File: config.mk
export PLATFORM = sky130hd
export DESIGN_NAME = dsrc_controller_flat
export DESIGN_NICKNAME = d
export VERILOG_FILES = /design/src/rtl/dsrc_pkg.sv /design/src/rtl/dsrc_if.sv /design/src/rtl/dsrc_counter.sv /design/src/rtl/dsrc_controller.sv /design/src/flat_wrapper.sv
export VERILOG_INCLUDE_DIRS = /design/src /design/src/rtl
export SDC_FILE = /design/constraint.sdc
export NUM_CORES = 1
export LEC_CHECK = 0
export BUFFER_PORTS_ARGS = -buffer_cell sky130_fd_sc_hd__buf_2
export CAP_MARGIN = 20
export CORE_MARGIN = 10
export CORE_UTILIZATION = 61
export CTS_BUF_LIST = sky130_fd_sc_hd__clkbuf_4 sky130_fd_sc_hd__clkbuf_8
export DETAILED_ROUTE_END_ITERATION = 10
export GPL_ROUTABILITY_DRIVEN = 0
export GPL_TIMING_DRIVEN = 0
export PLACE_DENSITY = 0.82
export SYNTH_ARGS = -nofsm -noshare
export SYNTH_HDL_FRONTEND = slang
export SYNTH_SLANG_ARGS = --single-unit
File: constraint.sdc
create_clock -name clock -period 3.1 [get_ports clock]
set_input_delay 0.465 -clock clock [delete_from_list [all_inputs] [get_ports clock]]
set_output_delay 0.465 -clock clock [all_outputs]
set_load 0.005 [all_outputs]
File: src/rtl/dsrc_consts.svh
// Constants for the self refresh control ends.
// Assumes a 40 MHz clock; included by bare name.
`ifndef DSRC_CONSTS_SVH
`define DSRC_CONSTS_SVH
`define DSRC_CLK_PERIOD_NS 25
`define DSRC_RFC_NS 350
`define DSRC_RFC_MARGIN_NS 10
`define DSRC_XS_ABORT_NS 160
`define DSRC_CKE_MIN_NS 125
`define DSRC_CKESR_NS 135
`define DSRC_CKSRE_NCK 8
`define DSRC_CKSRX_NCK 8
`define DSRC_XSDLL_NCK 768
`define DSRC_INT_REFI_NS 7800
`define DSRC_XS_NS (`DSRC_RFC_NS + `DSRC_RFC_MARGIN_NS)
`define DSRC_XS_CYC ((`DSRC_XS_NS + `DSRC_CLK_PERIOD_NS - 1) / `DSRC_CLK_PERIOD_NS)
`define DSRC_XSA_CYC ((`DSRC_XS_ABORT_NS + `DSRC_CLK_PERIOD_NS - 1) / `DSRC_CLK_PERIOD_NS)
`define DSRC_RFC_CYC ((`DSRC_RFC_NS + `DSRC_CLK_PERIOD_NS - 1) / `DSRC_CLK_PERIOD_NS)
`define DSRC_CKESR_CYC ((`DSRC_CKESR_NS + `DSRC_CLK_PERIOD_NS - 1) / `DSRC_CLK_PERIOD_NS)
`define DSRC_CKE_MIN_CYC (`DSRC_CKE_MIN_NS / `DSRC_CLK_PERIOD_NS)
`define DSRC_INT_REFI_CYC (`DSRC_INT_REFI_NS / `DSRC_CLK_PERIOD_NS)
`define DSRC_MODE_1X 3'h0
`define DSRC_MODE_2X 3'h1
`define DSRC_MODE_4X 3'h2
`define DSRC_MODE_OTF2 3'h5
`define DSRC_MODE_OTF4 3'h6
`define DSRC_CNT_W 12
`endif

File: src/rtl/dsrc_pkg.sv
// Types shared by both ends of the self refresh link.
// Assumes nothing beyond the constants header.
package dsrc_pkg;
    typedef enum logic [2:0] {DSRC_NOP, DSRC_DES, DSRC_REF, DSRC_SRE, DSRC_ACT,
                              DSRC_RD, DSRC_WR, DSRC_MRS} dsrc_cmd_t;
    typedef enum logic [1:0] {DSRC_RATE1, DSRC_RATE2, DSRC_RATE4} dsrc_rate_t;
endpackage

File: src/rtl/dsrc_if.sv
// Pin-level link between controller and device.
// Assumes one common clock, both ends on it.
`timescale 1ns/10ps
interface dsrc_if;
    logic csN;
    logic actN;
    logic rasN;
    logic casN;
    logic weN;
    logic cke;
    logic bg0;
    logic odtPin;
    logic clkRun;
    modport ctrl (output csN, actN, rasN, casN, weN, cke, bg0, odtPin, clkRun);
    modport dev (input csN, actN, rasN, casN, weN, cke, bg0, odtPin, clkRun);
endinterface

File: src/rtl/dsrc_counter.sv
// Load-and-count-down timer used by the controller end.
// Assumes synchronous active-high reset.
`timescale 1ns/10ps
module dsrc_counter #(
    parameter int W = 12
) (
    input wire logic clock,
    input wire logic rst,
    input wire logic load,
    input wire logic [W-1:0] value,
    output logic done
);
    logic [W-1:0] cnt_q;
    always_ff @(posedge clock)
    begin
        if (rst)
            cnt_q <= '0;
        else if (load)
            cnt_q <= value;
        else if (cnt_q != '0)
            cnt_q <= cnt_q - 1'b1;
    end
    assign done = (cnt_q == '0) && !load;
endmodule // dsrc_counter

File: src/rtl/dsrc_controller.sv
// ****************************************************************
// Controller end: drives commands, CKE and clock run for self refresh.
// ****************************************************************
// Assumes the device end decodes the pins on the shared clock.
// Rules for both ends of the self refresh link
// RQ1 - Odd double-rate count needs extra refreshes.
// RQ2 - Quad count not multiple four needs extras; here one extra is owed whenever the count is not a multiple of four.
// RQ3 - Extras kept outside average interval accounting.
// RQ4 - Entry decoded from pins with CKE low.
// RQ5 - Enter only when idle.
// RQ6 - Hold CKE low throughout residency.
// RQ7 - Device drops termination in self refresh.
// RQ8 - Device stops DLL, resets it on exit.
// RQ9 - Device ignores pins but CKE, reset.
// RQ10 - Write waits by reference generator setting; here every write waits the locked delay and vrefOn is unused.
// RQ11 - Device refreshes internally, own timer.
// RQ12 - Stay in at least minimum residency.
// RQ13 - Clock stop after delay; restart before exit.
// RQ14 - Exit is CKE high with deselect.
// RQ15 - Calibration and limited mode writes fast; here they also wait the unlocked exit delay, so fastOk has no effect.
// RQ16 - Reads and writes wait locked delay.
// RQ17 - CKE high, termination off during locking.
// RQ18 - Refresh before re-entry after exit.
// RQ19 - Deselect every edge during unlocked exit.
// RQ20 - Exit delay is refresh time plus margin.
// RQ21 - Abort mode allows shorter exit delay.
// RQ22 - Extra refresh needed regardless of abort.
// RQ23 - Bank group bit selects refresh rate.
// RQ24 - Count wide refreshes since last reset point.
`include "dsrc_consts.svh"
`timescale 1ns/10ps
module dsrc_controller #(
    parameter int XSDLL = `DSRC_XSDLL_NCK
) (
    input wire logic clock,
    input wire logic rst,
    dsrc_if.ctrl link,
    input wire logic [2:0] refreshMode,
    input wire logic abortEnable,
    input wire logic parityOn,
    input wire logic vrefOn,
    input wire logic enterReq,
    input wire logic exitReq,
    input wire logic deviceIdle,
    input wire logic cmdValid,
    input wire dsrc_pkg::dsrc_cmd_t cmdCode,
    input wire logic cmdFast,
    input wire logic cmdWideRate,
    input wire logic modeWrite,
    output logic cmdReady,
    output logic inSelfRefresh,
    output logic [2:0] extraPending,
    output logic csN,
    output logic odtOut
);
    import dsrc_pkg::*;
    // ****************************************
    // State and registers.
    // ****************************************
    typedef enum logic [2:0] {DSRC_C_RUN, DSRC_C_ENTER, DSRC_C_SELF, DSRC_C_RESTART,
                              DSRC_C_EXIT} dsrc_cstate_t;
    dsrc_cstate_t state_q;
    logic [15:0] t_q;
    logic [1:0] wideCnt_q;
    logic [2:0] extra_q;
    logic needRef_q;
    logic cke_q, clkRun_q, cs_q, act_q, ras_q, cas_q, we_q, bg_q, odt_q, rdy_q, sr_q;
    logic lockDone;
    logic unlockDone;
    // ****************************************
    // Command decode and exit timing.
    // ****************************************
    wire isQuad = (refreshMode == `DSRC_MODE_4X) || (refreshMode == `DSRC_MODE_OTF4);
    wire isDouble = (refreshMode == `DSRC_MODE_2X) || (refreshMode == `DSRC_MODE_OTF2);
    wire [15:0] xsCyc = abortEnable ? 16'(`DSRC_XSA_CYC) : 16'(`DSRC_XS_CYC); // [RQ21] [RQ20]
    wire [15:0] residency = 16'(`DSRC_CKESR_CYC) + (parityOn ? 16'h0001 : 16'h0000);
    wire cmdIsRef = cmdValid && (cmdCode == DSRC_REF);
    wire exitQuiet = (state_q == DSRC_C_EXIT) && !unlockDone;
    wire fastOk = cmdFast && (cmdCode == DSRC_MRS || cmdCode == DSRC_NOP);
    wire needsLock = (cmdCode == DSRC_RD) || (cmdCode == DSRC_WR)
                     || (cmdCode == DSRC_WR && !vrefOn); // [RQ16] [RQ10]
    wire allowed = (state_q == DSRC_C_RUN) ||
                   ((state_q == DSRC_C_EXIT) && (needsLock ? lockDone :
                   (fastOk && !modeWrite) || unlockDone)); // [RQ15]
    wire reentryBlocked = needRef_q || (extra_q != 3'h0); // [RQ18] [RQ22]
    wire [2:0] extraNeed = (isDouble && wideCnt_q[0]) ? 3'h1 :
                           (isQuad && wideCnt_q != 2'h0) ? 3'h1 : 3'h0; // [RQ1] [RQ2]
    wire issue = allowed && cmdValid && !rdy_q && cmdCode != DSRC_SRE && !exitQuiet;
    wire exitEdge = (state_q == DSRC_C_RESTART) && (t_q >= 16'(`DSRC_CKSRX_NCK - 1)); // [RQ14]
    // ****************************************
    // Exit timers, started on the edge that raises CKE.
    // ****************************************
    dsrc_counter #(.W(16)) lockTimer (.clock(clock), .rst(rst),
        .load(exitEdge), .value(16'(XSDLL)), .done(lockDone));
    dsrc_counter #(.W(16)) unlockTimer (.clock(clock), .rst(rst),
        .load(exitEdge), .value(xsCyc), .done(unlockDone));
    // ****************************************
    // Command and state sequencing.
    // ****************************************
    always_ff @(posedge clock)
    begin
        if (rst)
        begin
            state_q <= DSRC_C_RUN;
            t_q <= 16'h0000;
            wideCnt_q <= 2'h0;
            extra_q <= 3'h0;
            needRef_q <= 1'b0;
            cke_q <= 1'b1;
            clkRun_q <= 1'b1;
            {cs_q, act_q, ras_q, cas_q, we_q} <= 5'h1F;
            bg_q <= 1'b0;
            odt_q <= 1'b0;
            rdy_q <= 1'b0;
            sr_q <= 1'b0;
        end
        else
        begin
            {cs_q, act_q, ras_q, cas_q, we_q} <= 5'h1F;
            rdy_q <= issue;
            t_q <= t_q + 16'h0001;
            if (issue && cmdIsRef)
            begin
                {cs_q, ras_q, cas_q} <= 3'h0;
                bg_q <= cmdWideRate;
                needRef_q <= 1'b0; // [RQ18]
                if (extra_q != 3'h0)
                    extra_q <= extra_q - 3'h1; // [RQ3]
                wideCnt_q <= cmdWideRate ? wideCnt_q + 2'h1 : 2'h0; // [RQ24]
            end
            if (modeWrite && issue)
                wideCnt_q <= 2'h0; // [RQ24]
            unique case (state_q)
                DSRC_C_RUN, DSRC_C_EXIT:
                begin
                    if (state_q == DSRC_C_EXIT)
                    begin
                        cke_q <= 1'b1; // [RQ17]
                        odt_q <= 1'b0; // [RQ17]
                        if (exitQuiet)
                            cs_q <= 1'b1; // [RQ19]
                        if (lockDone)
                            state_q <= DSRC_C_RUN;
                    end
                    else
                        odt_q <= 1'b1;
                    if (enterReq && deviceIdle && !reentryBlocked && unlockDone
                        && !(issue && cmdIsRef)) // [RQ5]
                    begin
                        {cs_q, ras_q, cas_q} <= 3'h0; // [RQ4]
                        cke_q <= 1'b0;
                        odt_q <= 1'b0;
                        extra_q <= extraNeed;
                        t_q <= 16'h0000;
                        sr_q <= 1'b1;
                        state_q <= DSRC_C_ENTER;
                    end
                end
                DSRC_C_ENTER:
                begin
                    cke_q <= 1'b0; // [RQ6]
                    if (t_q >= 16'(`DSRC_CKSRE_NCK - 1))
                    begin
                        clkRun_q <= 1'b0; // [RQ13]
                        state_q <= DSRC_C_SELF;
                    end
                end
                DSRC_C_SELF:
                begin
                    if (exitReq && t_q >= residency) // [RQ12]
                    begin
                        clkRun_q <= 1'b1; // [RQ13]
                        t_q <= 16'h0000;
                        state_q <= DSRC_C_RESTART;
                    end
                end
                DSRC_C_RESTART:
                begin
                    if (exitEdge)
                    begin
                        cke_q <= 1'b1; // [RQ14]
                        cs_q <= 1'b1;
                        sr_q <= 1'b0;
                        needRef_q <= 1'b1; // [RQ22]
                        wideCnt_q <= 2'h0;
                        state_q <= DSRC_C_EXIT;
                    end
                end
            endcase
        end
    end
    // ****************************************
    // Pin and status outputs.
    // ****************************************
    assign link.csN = cs_q;
    assign link.actN = act_q;
    assign link.rasN = ras_q;
    assign link.casN = cas_q;
    assign link.weN = we_q;
    assign link.cke = cke_q;
    assign link.bg0 = bg_q;
    assign link.odtPin = odt_q;
    assign link.clkRun = clkRun_q;
    assign cmdReady = rdy_q;
    assign inSelfRefresh = sr_q;
    assign extraPending = extra_q;
    assign csN = cs_q;
    assign odtOut = odt_q;
endmodule // dsrc_controller

File: src/flat_wrapper.sv
// flat-port wrapper written by rule: the top's interface ports become plain ports
module dsrc_controller_flat import dsrc_pkg::*;
#(
    parameter int XSDLL = `DSRC_XSDLL_NCK
)
  (clock, rst, refreshMode, abortEnable, parityOn, vrefOn, enterReq, exitReq, deviceIdle, cmdValid, cmdCode, cmdFast, cmdWideRate, modeWrite, cmdReady, inSelfRefresh, extraPending, csN, odtOut, link_csN, link_actN, link_rasN, link_casN, link_weN, link_cke, link_bg0, link_odtPin, link_clkRun);
  dsrc_if link_i ();
  input wire logic clock;
  input wire logic rst;
  input wire logic [2:0] refreshMode;
  input wire logic abortEnable;
  input wire logic parityOn;
  input wire logic vrefOn;
  input wire logic enterReq;
  input wire logic exitReq;
  input wire logic deviceIdle;
  input wire logic cmdValid;
  input wire dsrc_pkg::dsrc_cmd_t cmdCode;
  input wire logic cmdFast;
  input wire logic cmdWideRate;
  input wire logic modeWrite;
  output logic cmdReady;
  output logic inSelfRefresh;
  output logic [2:0] extraPending;
  output logic csN;
  output logic odtOut;
  output wire logic [$bits(link_i.csN)-1:0] link_csN;
  output wire logic [$bits(link_i.actN)-1:0] link_actN;
  output wire logic [$bits(link_i.rasN)-1:0] link_rasN;
  output wire logic [$bits(link_i.casN)-1:0] link_casN;
  output wire logic [$bits(link_i.weN)-1:0] link_weN;
  output wire logic [$bits(link_i.cke)-1:0] link_cke;
  output wire logic [$bits(link_i.bg0)-1:0] link_bg0;
  output wire logic [$bits(link_i.odtPin)-1:0] link_odtPin;
  output wire logic [$bits(link_i.clkRun)-1:0] link_clkRun;
  assign link_csN = link_i.csN;
  assign link_actN = link_i.actN;
  assign link_rasN = link_i.rasN;
  assign link_casN = link_i.casN;
  assign link_weN = link_i.weN;
  assign link_cke = link_i.cke;
  assign link_bg0 = link_i.bg0;
  assign link_odtPin = link_i.odtPin;
  assign link_clkRun = link_i.clkRun;
  dsrc_controller #(.XSDLL(XSDLL)) u_core (.clock(clock), .rst(rst), .link(link_i), .refreshMode(refreshMode), .abortEnable(abortEnable), .parityOn(parityOn), .vrefOn(vrefOn), .enterReq(enterReq), .exitReq(exitReq), .deviceIdle(deviceIdle), .cmdValid(cmdValid), .cmdCode(cmdCode), .cmdFast(cmdFast), .cmdWideRate(cmdWideRate), .modeWrite(modeWrite), .cmdReady(cmdReady), .inSelfRefresh(inSelfRefresh), .extraPending(extraPending), .csN(csN), .odtOut(odtOut));
endmodule
==> impl_metrics.csv, run 1 <==
group,metric,value,unit
run_status,run_status,"finished, final reports clean",
logic_synthesis,synth_ff_type,"dfxtp_1",
logic_synthesis,yosysUniqueCellTypes,51,
floorplan,die_w,92.2,µm
floorplan,core,5070,µm²
timing,fin_crit,2780,ps
grt,grt_first_pass_wirelength,11800,µm
pwr,p_per_area,904,nW/µm²
logic_synthesis,synth_warnings,0,
logic_synthesis,async_flop_share,0,
routing,drt_iter0_drc,177,
worst_setup_path,rrSetupSlack,320,ps
worst_setup_path,crit_start,"u_core.unlockTimer.cnt_q[0]$_SDFFE_PP0P_",
layout,fillers,397,
logic_synthesis,synth_cells,374,
worst_setup_path,endpoint,"u_core.t_q[14]$_SDFF_PP0_",
placement,io_buffers,28,
clocking,clkTransAtPathRegs,70,ps
clocking,cts_hold_buf,0,
worst_setup_path,r2r_cells,10,
clocking,clock_path_buffers,2,
grt,grt-ovfl-total,0,
worst_setup_path,cp-start-kind,"register",
grt,grt_pass1_vias,2603,
grt,antenna_found_initial,0,
clocking,cts.sinks,65,
worst_setup_path,crit_arrival,3030,ps
floorplan,die-height,92.2,µm
routing,viasPerCell,5.57,
timing,tightest_slew,790,ps
timing,fmax,359,MHz
hold_path,worstHoldPathType,"input pin to register",
timing,setup_viol,0,
routing,dr.pass1.iters,4,
routing,num_vias,2723,
logic_synthesis,ys_top_cells_by_area,"dfxtp_1 (41%), nor2_1 (6.6%), xnor2_1 (6.1%)",
timing,finClkSkew,11.7,ps
clocking,cts.htree.levels,3,
worst_setup_path,critical_path_class,"register to register",
pwr,power.leakage,0.00142,µW
timing,final_max_slew_viol_count,0,
floorplan,rows,26,
job,drv_cap,0,
layout,drive_gt1_frac,0.165,
grt,grtUsageTotal,0.167,
timing,rsz0062_at_grt,"false",
clocking,tritoncts,"built",
logic_synthesis,syn-cell-area,3180,µm²
logic_synthesis,yosys.area.top_type_share,0.409,
floorplan,dieArea,8500,µm²
routing,ant_nets,0,
logic_synthesis,synth.avg_cell_area,8.50,µm²
layout,nNetsFinal,439,
clocking,numCtsBuffers,9,
logic_synthesis,synth-seq-cells,65,
routing,wl_per_cell,14.3,µm
timing,slew-limit-headroom,0.469,
clocking,insertion_delay,350,ps
layout,n_antenna_cell,0,
placement,dp.cells,473,
timing,setup_slack,317,ps
worst_setup_path,critPathRequiredTime,3340,ps
placement,dp_slack,162,ps
layout,area_growth,14.6,%
clocking,clockRootBuffer,"clkbuf_8",
logic_synthesis,yosysTopAreaCell,"dfxtp_1",
pwr,total_power,3300,µW
placement,place_hpwl,4830,µm
floorplan,ios,34,
logic_synthesis,synth-edff-count,0,
worst_setup_path,r2r_start,"u_core.unlockTimer.cnt_q[0]$_SDFFE_PP0P_",
clocking,postCtsSetupBuffers,0,
routing,drcViolationCount,0,
routing,wl,6980,µm
worst_setup_path,crit_fanout,10,
worst_setup_path,worstReg2RegEnd,"u_core.t_q[14]$_SDFF_PP0_",
timing,totalNegativeSetupSlack,0,ps
logic_synthesis,synth-seq-area-share,0.409,
timing,finalHoldViolCount,0,
timing,final.period_utilization,0.898,
layout,final-instance-count-excl-fill,489,
worst_setup_path,endpoint_kind,"register",
floorplan,initial_core_util,0.627,
grt,grt_start_max_net_pins,12,
pwr,max-vdd-ir-drop,0.000491,V
## cell usage after synthesis (2+ instances only)
| cell | count |
|---|---|
| a211oi_1 | 4 |
| a21o_1 | 3 |
| a21oi_1 | 23 |
| a221oi_1 | 3 |
| a31oi_1 | 4 |
| and3_1 | 2 |
| and4_1 | 2 |
| buf_2 | 3 |
| buf_4 | 6 |
| clkbuf_1 | 7 |
| dfxtp_1 | 65 |
| ha_1 | 7 |
| inv_1 | 12 |
| nand2_1 | 28 |
| nand2b_1 | 9 |
| nand3_1 | 14 |
| nand3b_1 | 3 |
| nand4_1 | 7 |
| nor2_1 | 56 |
| nor2b_1 | 5 |
| nor3_1 | 12 |
| nor3b_1 | 3 |
| nor4_1 | 8 |
| nor4b_1 | 2 |
| o211ai_1 | 2 |
| o21ai_0 | 9 |
| or2_2 | 4 |
| or3_1 | 6 |
| or4_1 | 4 |
| or4_4 | 2 |
| xnor2_1 | 22 |
| xor2_1 | 18 |
## kinds of logic (layout without fill, tap and decap cells)
kind of cell,Yosys count,in the layout,share of synthesized area
adders and majority gates,7,7,0.0275
xor gates and xnor gates,40,40,0.110
AOI/OAI and AO/OA,54,54,0.112
buffers and inverters,30,74,0.0460
other,1,2,0.00118
and+or+nand+nor,177,177,0.294
DFF,65,65,0.409
## stage by stage
step / area, µm² / hold WS, ps / util
floorplan: 3180 / 437 / -
global placement: 3410 / 432 / 0.672
detailed placement: 3410 / 442 / 0.672
CTS: 3640 / 326 / 0.717
global route: 3650 / 328 / 0.718
finish: 3650 / 322 / 0.718
## registers in the layout, summed over array words and instances (netlist names)
name and flops:
u_core.csN 1, u_core.link.cke 1, u_core.state_q 3, u_core.extraPending 3, u_core.cmdReady 1, u_core.needRef_q 1
u_core.link.odtPin 1, u_core.lockTimer.cnt_q 16, u_core.unlockTimer.cnt_q 16, u_core.link.clkRun 1, u_core.wideCnt_q 2, u_core.t_q 16
u_core.link.bg0 1, u_core.inSelfRefresh 1, u_core.link.rasN 1
## where the power goes
| part | internal [µW] | switching [µW] | leakage [µW] |
|---|---|---|---|
| registers | 1010 | 181 | 0.000530 |
| logic | 573 | 699 | 0.000770 |
| clock network | 494 | 335 | 0.000115 |
| total | 2080 | 1210 | 0.00142 |
## layout make-up
cell class	count	area [µm²]	area share
inverter	12	45.0	0.0124
clock buffer	11	151	0.0415
timing repair buffer	28	140	0.0384
buffer	18	101	0.0278
multi-input combinational	280	1740	0.478
tap	70	87.6	0.0240
sequential	65	1300	0.357
clock inverter	5	77.6	0.0213
## per-layer routing
| layer | track usage | wire length (µm) | vias up |
|---|---|---|---|
| met3 | 0.0628 | 492 | 15 |
| met5 | 0 | 0 | - |
| met4 | 0.0604 | 93 | 0 |
| li1 | - | - | 1373 |
| met2 | 0.279 | 3280 | 67 |
| met1 | 0.191 | 3110 | 1268 |
## how the worst min path moves through the flow
stage / from / cells past startpoint / to
after detailed placement: u_core.link.clkRun$_SDFFE_PP1P_ / 1 / u_core.link.clkRun$_SDFFE_PP1P_
after global routing: modeWrite / 2 / u_core.wideCnt_q[1]$_SDFF_PP0_
final: modeWrite / 2 / u_core.wideCnt_q[1]$_SDFF_PP0_
after floorplan: u_core.needRef_q$_SDFF_PP0_ / 2 / u_core.needRef_q$_SDFF_PP0_
after CTS: modeWrite / 2 / u_core.wideCnt_q[1]$_SDFF_PP0_
after global placement: u_core.inSelfRefresh$_SDFFE_PP0P_ / 2 / u_core.inSelfRefresh$_SDFFE_PP0P_
## what timing repair did
action,in CTS,in global routing
endpoints found under the setup margin,0,16
resized for setup,0,1
hold endpoints to repair,0,0
## critical path: stages, from the launching register on
cell and delay, ps:
dfxtp_1 330, inv_1 90, ha_1 190, nor3b_2 370, nand3_1 320, nor3_4 450, nand4_1 340, nand2b_1 150
buf_2 180, buf_4 180, nor2_1 60
## layout by cell type, fill, tap and decap left out, types with 2 or more instances in the layout
cell / Yosys / routed
conb_1: 1 / 2
a211oi_1: 4 / 4
xor2_1: 18 / 18
xnor2_1: 22 / 22
ha_1: 7 / 7
nand3b_1: 3 / 3
clkbuf_1: 7 / 7
a31oi_1: 4 / 4
and3_1: 2 / 2
or2_2: 4 / 4
nor2b_1: 5 / 5
a221oi_1: 3 / 3
nand2_1: 28 / 28
bufinv_16: 0 / 2
or3_1: 6 / 6
o21ai_0: 9 / 9
nand2b_1: 9 / 9
nor2_1: 56 / 56
nor3b_1: 3 / 2
o211ai_1: 2 / 2
nor3_1: 12 / 12
nand4_1: 7 / 7
buf_4: 6 / 6
a21oi_1: 23 / 23
clkinv_2: 0 / 2
a21o_1: 3 / 3
nand3_1: 14 / 14
buf_2: 3 / 31
nor4_1: 8 / 8
clkbuf_8: 0 / 11
or4_4: 2 / 2
dfxtp_1: 65 / 65
and4_1: 2 / 2
or4_1: 4 / 4
inv_1: 12 / 12
nor4b_1: 2 / 2
(Power assumes the default switching activity.)
==> inputs of run 2 (changes only) <==
--- a/config.mk
+++ b/config.mk
@@ -9,12 +9,12 @@
 export BUFFER_PORTS_ARGS = -buffer_cell sky130_fd_sc_hd__buf_2
 export CAP_MARGIN = 20
 export CORE_MARGIN = 10
-export CORE_UTILIZATION = 61
+export CORE_UTILIZATION = 60
 export CTS_BUF_LIST = sky130_fd_sc_hd__clkbuf_4 sky130_fd_sc_hd__clkbuf_8
 export DETAILED_ROUTE_END_ITERATION = 10
 export GPL_ROUTABILITY_DRIVEN = 0
 export GPL_TIMING_DRIVEN = 0
-export PLACE_DENSITY = 0.82
+export PLACE_DENSITY = 0.81
 export SYNTH_ARGS = -nofsm -noshare
 export SYNTH_HDL_FRONTEND = slang
 export SYNTH_SLANG_ARGS = --single-unit
==> impl_metrics.csv, run 2 (synthesis gave the netlist of run 1 again) <==
group,metric,value,unit
run_status,run_status,"finished, final reports clean",
pwr,p_per_area,896,nW/µm²
grt,grt_first_pass_wirelength,11800,µm
worst_setup_path,crit_chain,"inv_1, ha_1, nor3b_2, nand3_1, nor3_4, nand4_1, nand2b_1, buf_2, buf_4, nor2_1",
layout,final-instance-count-excl-fill,489,
routing,ant_nets,0,
worst_setup_path,critPathRequiredTime,3330,ps
timing,finalHoldViolCount,0,
worst_setup_path,cp-start-kind,"register",
clocking,clock_path_buffers,2,
clocking,clkTransAtPathRegs,70,ps
layout,regArea,1300,µm²
hold_path,worstHoldPathType,"input pin to register",
clocking,numCtsBuffers,9,
grt,grt-ovfl-total,0,
timing,setup_viol,0,
placement,dp.cells,473,
timing,tightest_slew,629,ps
routing,drt_iter0_drc,164,
timing,setup_slack,385,ps
placement,io_buffers,28,
pwr,max-vdd-ir-drop,0.000545,V
layout,final_common_cell,"dfxtp_1",
layout,layout_common_cells,"dfxtp_1 (65), nor2_1 (56), buf_2 (31), nand2_1 (28), a21oi_1 (23)",
grt,grt_pass1_vias,2651,
timing,fmax,368,MHz
placement,dp_slack,197,ps
floorplan,initial_core_util,0.619,
worst_setup_path,crit_fanout,10,
grt,grt_start_max_net_pins,11,
layout,nNetsFinal,439,
worst_setup_path,max_stage_delay,430,ps
layout,multi_input_area,1740,µm²
routing,dr.pass1.iters,4,
timing,final.period_utilization,0.876,
pwr,power.leakage,0.00142,µW
floorplan,core,5140,µm²
layout,fin_area,3650,µm²
timing,final_max_slew_viol_count,0,
grt,antenna_found_initial,0,
routing,viasPerCell,5.52,
clocking,tritoncts,"built",
floorplan,die_w,92.8,µm
timing,rsz0062_at_grt,"false",
routing,num_vias,2698,
timing,finClkSkew,11.6,ps
layout,area_growth,14.7,%
placement,place_hpwl,4870,µm
routing,wl_per_cell,14.4,µm
grt,grtUsageTotal,0.167,
placement,placedInstanceArea,3410,µm²
layout,fillers,427,
clocking,cts.sinks,65,
worst_setup_path,endpoint_kind,"register",
worst_setup_path,crit_arrival,2950,ps
routing,drcViolationCount,0,
clocking,clockRootBuffer,"clkbuf_8",
job,drv_cap,0,
layout,drive_gt1_frac,0.165,
clocking,insertion_delay,340,ps
routing,wl,7020,µm
timing,slew-limit-headroom,0.577,
floorplan,die-height,92.8,µm
floorplan,dieArea,8610,µm²
worst_setup_path,cp_slowest_cell,"nor3_4",
layout,n_antenna_cell,0,
worst_setup_path,critical_path_class,"register to register",
floorplan,ios,34,
timing,totalNegativeSetupSlack,0,ps
layout,top_regs,"u_core.lockTimer.cnt_q x16, u_core.t_q x16, u_core.unlockTimer.cnt_q x16",
clocking,cts.htree.levels,3,
timing,fin_crit,2720,ps
floorplan,rows,26,
## run 2: changes by cell type in the layout (fill, tap and decap cells not counted)
cell | previous run | this run
bufinv_16 | 2 | 1
clkbuf_4 | 0 | 1
clkbuf_8 | 11 | 14
clkinv_2 | 2 | 0
clkinvlp_4 | 1 | 0
## run 2: what timing repair did
item	CTS	global route
setup endpoints to repair	0	10
resized for setup	0	1
setup buffers	0	0
hold buffers	0	0
## run 2: path summary, 6_finish.rpt
path                                            startpoint  slack [ps]  depth (start not counted)                                 to
setup / recovery  u_core.unlockTimer.cnt_q[0]$_SDFFE_PP0P_         380                         10          u_core.t_q[14]$_SDFF_PP0_
hold / removal                                   modeWrite         330                          2     u_core.wideCnt_q[0]$_SDFF_PP0_
setup reg to reg  u_core.unlockTimer.cnt_q[0]$_SDFFE_PP0P_         380                         10          u_core.t_q[14]$_SDFF_PP0_
hold reg to reg          u_core.inSelfRefresh$_SDFFE_PP0P_         440                          2  u_core.inSelfRefresh$_SDFFE_PP0P_
## run 2: per-layer routing
| layer | vias up | track usage | part of all wire |
|---|---|---|---|
| met3 | 7 | 0.0476 | 0.075 |
| li1 | 1372 | - | - |
| met5 | - | 0 | 0 |
| met2 | 62 | 0.275 | 0.47 |
| met4 | 0 | 0.0848 | 0.012 |
| met1 | 1257 | 0.192 | 0.44 |
## run 2: power by group
group	leakage, µW	internal, µW	total, µW	switching [µW]
Sequential	0.000530	1010	1200	183
Clock	0.000119	491	807	316
Combinational	0.000770	573	1270	692
Total	0.00142	2080	3270	1190
## run 2: cell type report
class,instances,area share
buffer,18,0.0278
clock buffer,15,0.0549
clock inverter,1,0.00823
inverter,12,0.0123
multi-input combinational,280,0.478
sequential,65,0.357
tap,70,0.0240
timing repair buffer,28,0.0384
## run 2: critical path: cells and delay by family (launching register included)
family                   cells  cell delay [ps]
AND/OR/NAND/NOR              6             1610
buffers and inverters        3              470
flip-flops                   1              330
adder cells (fa/ha/maj)      1              190
## run 2: per-stage QoR
step	utilization	total power, µW	hold slack, ps
finish	0.710	3270	330
global route	0.710	3500	340
CTS	0.709	3260	329
detailed placement	0.664	2430	435
global placement	0.664	2380	431
floorplan	-	2190	437
==> inputs of run 3 (changes only) <==
--- a/config.mk
+++ b/config.mk
@@ -6,6 +6,7 @@
 export SDC_FILE = /design/constraint.sdc
 export NUM_CORES = 1
 export LEC_CHECK = 0
+export ABC_AREA = 1
 export BUFFER_PORTS_ARGS = -buffer_cell sky130_fd_sc_hd__buf_2
 export CAP_MARGIN = 20
 export CORE_MARGIN = 10
@@ -13,8 +14,8 @@
 export CTS_BUF_LIST = sky130_fd_sc_hd__clkbuf_4 sky130_fd_sc_hd__clkbuf_8
 export DETAILED_ROUTE_END_ITERATION = 10
 export GPL_ROUTABILITY_DRIVEN = 0
-export GPL_TIMING_DRIVEN = 0
 export PLACE_DENSITY = 0.81
 export SYNTH_ARGS = -nofsm -noshare
 export SYNTH_HDL_FRONTEND = slang
 export SYNTH_SLANG_ARGS = --single-unit
+export TNS_END_PERCENT = 50
==> impl_metrics.csv, run 3 <==
group,metric,value,unit
run_status,run_status,"finished, final reports clean",
floorplan,core,5440,µm²
routing,drcViolationCount,0,
worst_setup_path,cp_slowest_cell,"dfxtp_1",
clocking,tritoncts,"built",
timing,final_max_slew_viol_count,0,
floorplan,die-height,94.5,µm
clocking,clockRootBuffer,"clkbuf_8",
worst_setup_path,critPathRequiredTime,3360,ps
layout,final_core_util,0.684,
clocking,postCtsSetupBuffers,0,
layout,area_growth,11.8,%
floorplan,die_w,94.5,µm
clocking,cts_hold_buf,0,
grt,grt_pass1_vias,2805,
placement,place_hpwl,4960,µm
clocking,numCtsBuffers,9,
logic_synthesis,ys_top_cells_by_area,"dfxtp_1 (39%), inv_1 (7.3%), nor2_1 (7.3%)",
routing,ant_nets,0,
floorplan,rows,27,
hold_path,hp-start,"abortEnable",
worst_setup_path,crit_arrival,2670,ps
job,drv_cap,0,
timing,fin_crit,2410,ps
placement,placedInstanceArea,3510,µm²
layout,fin_area,3720,µm²
timing,setup_viol,0,
logic_synthesis,synth_warnings,0,
timing,finalHoldViolCount,0,
grt,antenna_found_initial,0,
clocking,cts.htree.levels,3,
grt,grt_first_pass_wirelength,11700,µm
worst_setup_path,endpoint_kind,"register",
worst_setup_path,critical_path_class,"register to register",
routing,viasPerCell,5.19,
worst_setup_path,crit_fanout,16,
worst_setup_path,cpMostUsedCell,"nand2_1",
logic_synthesis,syn-cell-area,3330,µm²
logic_synthesis,synth_ff_type,"dfxtp_1",
logic_synthesis,synth-seq-area-share,0.391,
worst_setup_path,rrSetupSlack,690,ps
floorplan,ios,34,
logic_synthesis,synth_common_cells,"dfxtp_1 (65), inv_1 (65), nor2_1 (65)",
worst_setup_path,max_stage_delay,330,ps
worst_setup_path,r2r_start,"u_core.lockTimer.cnt_q[0]$_SDFFE_PP0P_",
pwr,power.leakage,0.00160,µW
grt,grt_start_max_net_pins,17,
routing,dr.pass1.iters,4,
floorplan,initial_core_util,0.612,
clocking,cts_resized,0,
worst_setup_path,crit_family,"simple AND/OR/NAND/NOR gates",
timing,final.period_utilization,0.777,
logic_synthesis,yosys.area.top_type_share,0.391,
timing,tightest_slew,568,ps
timing,slew-limit-headroom,0.620,
worst_setup_path,crit_start,"u_core.lockTimer.cnt_q[0]$_SDFFE_PP0P_",
logic_synthesis,synth_compound_area_frac,0.133,
worst_setup_path,worstReg2RegEnd,"u_core.t_q[9]$_SDFF_PP0_",
logic_synthesis,synth-seq-cells,65,
layout,layout_common_cells,"inv_1 (65), nor2_1 (65), dfxtp_1 (65), nand2_1 (59), a21oi_1 (34)",
layout,top_regs,"u_core.lockTimer.cnt_q x16, u_core.t_q x16, u_core.unlockTimer.cnt_q x16",
clocking,insertion_delay,350,ps
layout,n_antenna_cell,0,
pwr,p_per_area,870,nW/µm²
layout,drive_gt1_frac,0.170,
routing,wl,6730,µm
timing,totalNegativeSetupSlack,0,ps
timing,fmax,415,MHz
worst_setup_path,crit_chain,"inv_1, ha_1, nor3b_2, nand2_1, nor2_2, nand2_1, nand2_1, nand2_1, nand2_2, nand3_4, nand2_4, inv_2, nor2_4, o21ai_4, nor3b_1",
routing,drt_iter0_drc,146,
grt,grt-ovfl-total,0,
clocking,clock_path_buffers,2,
routing,num_vias,2936,
logic_synthesis,async_flop_share,0,
logic_synthesis,synth-edff-count,0,
logic_synthesis,yosys.area_share.simple,0.316,
layout,nNetsFinal,514,
floorplan,dieArea,8930,µm²
logic_synthesis,yosysUniqueCellTypes,41,
logic_synthesis,yosys.area_share.xor_xnor,0.0368,
placement,io_buffers,28,
logic_synthesis,synth_cells,458,
logic_synthesis,synth.avg_cell_area,7.27,µm²
routing,wl_per_cell,11.9,µm
worst_setup_path,cp-start-kind,"register",
logic_synthesis,yosysTopAreaCell,"dfxtp_1",
pwr,max-vdd-ir-drop,0.000509,V
clocking,cts.sinks,65,
hold_path,whs_endpoint,"u_core.unlockTimer.cnt_q[3]$_SDFFE_PP0P_",
timing,rsz0062_at_grt,"false",
logic_synthesis,muxShareOfSynthArea,0,
timing,finClkSkew,13.9,ps
clocking,clkTransAtPathRegs,70,ps
hold_path,whs_path_depth,2,
logic_synthesis,synth_top_family_by_area,"simple AND/OR/NAND/NOR gates",
worst_setup_path,r2r_cells,15,
hold_path,worstHoldPathType,"input pin to register",
grt,grtUsageTotal,0.158,
logic_synthesis,yosys.area_share.adder,0.0263,
worst_setup_path,cp.buffers_inverters,2,
## run 3: changes by cell type in the layout (fill, tap and decap cells not counted), moves of 6 or more
cell      delta
nor2_1       +9
nand2b_1     -9
nor2_2      +18
xnor2_1     -17
xor2_1       -9
inv_1       +53
nand3_1      +6
o21ai_0     +22
nand2_1     +31
a21oi_1     +11
clkbuf_1     -7
## run 3: area by class of cell
| type | count | area (µm²) |
|---|---|---|
| Fill cell | 465 | 1720 |
| Multi-Input combinational cell | 316 | 1710 |
| Sequential cell | 65 | 1300 |
| Inverter | 68 | 255 |
| Timing Repair Buffer | 29 | 148 |
| Clock buffer | 10 | 131 |
| Tap cell | 72 | 90.1 |
| Clock inverter | 6 | 82.6 |
## run 3: worst max path at each step
stage	depth (start not counted)	end	slack, ps
floorplan	16	u_core.t_q[12]$_SDFF_PP0_	1100
global placement	15	u_core.t_q[8]$_SDFF_PP0_	740
detailed placement	15	u_core.t_q[15]$_SDFF_PP0_	720
CTS	15	u_core.t_q[2]$_SDFF_PP0_	690
global route	15	u_core.t_q[8]$_SDFF_PP0_	390
finish	15	u_core.t_q[9]$_SDFF_PP0_	690
## run 3: logic make-up (layout without fill, tap and decap cells)
family / count (synthesis) / after routing
xor gates and xnor gates: 14 / 14
adders and majority gates: 7 / 7
DFF: 65 / 65
AOI/OAI and AO/OA: 79 / 79
other: 1 / 2
and+or+nand+nor: 214 / 214
buffers and inverters: 78 / 113
## run 3: worst register-to-register path: cells and delay by family, from the launching register on
| family | cells | cell delay (ps) |
|---|---|---|
| fa+ha+maj | 1 | 170 |
| simple gates | 11 | 1550 |
| buf+inv | 2 | 130 |
| compound gates | 1 | 160 |
| flops | 1 | 330 |
## run 3: where the power goes
group | internal, µW | switching (µW)
Sequential | 1040 | 152
Clock | 457 | 326
Combinational | 473 | 794
## run 3: through the flow
step	total power (µW)	hold WS (ps)	std cells	setup slack, ps
finish	3240	337	566	691
global placement	2420	439	550	741
CTS	3250	326	566	686
global route	3530	346	566	389
floorplan	2210	427	459	1100
detailed placement	2450	454	550	715
## run 3: metal layers
layer	GRT usage	up-vias	part of all wire
met5	0	-	0
met4	0.0748	0	0.020
met3	0.0381	14	0.053
met2	0.263	57	0.46
met1	0.189	1323	0.46
li1	-	1542	-
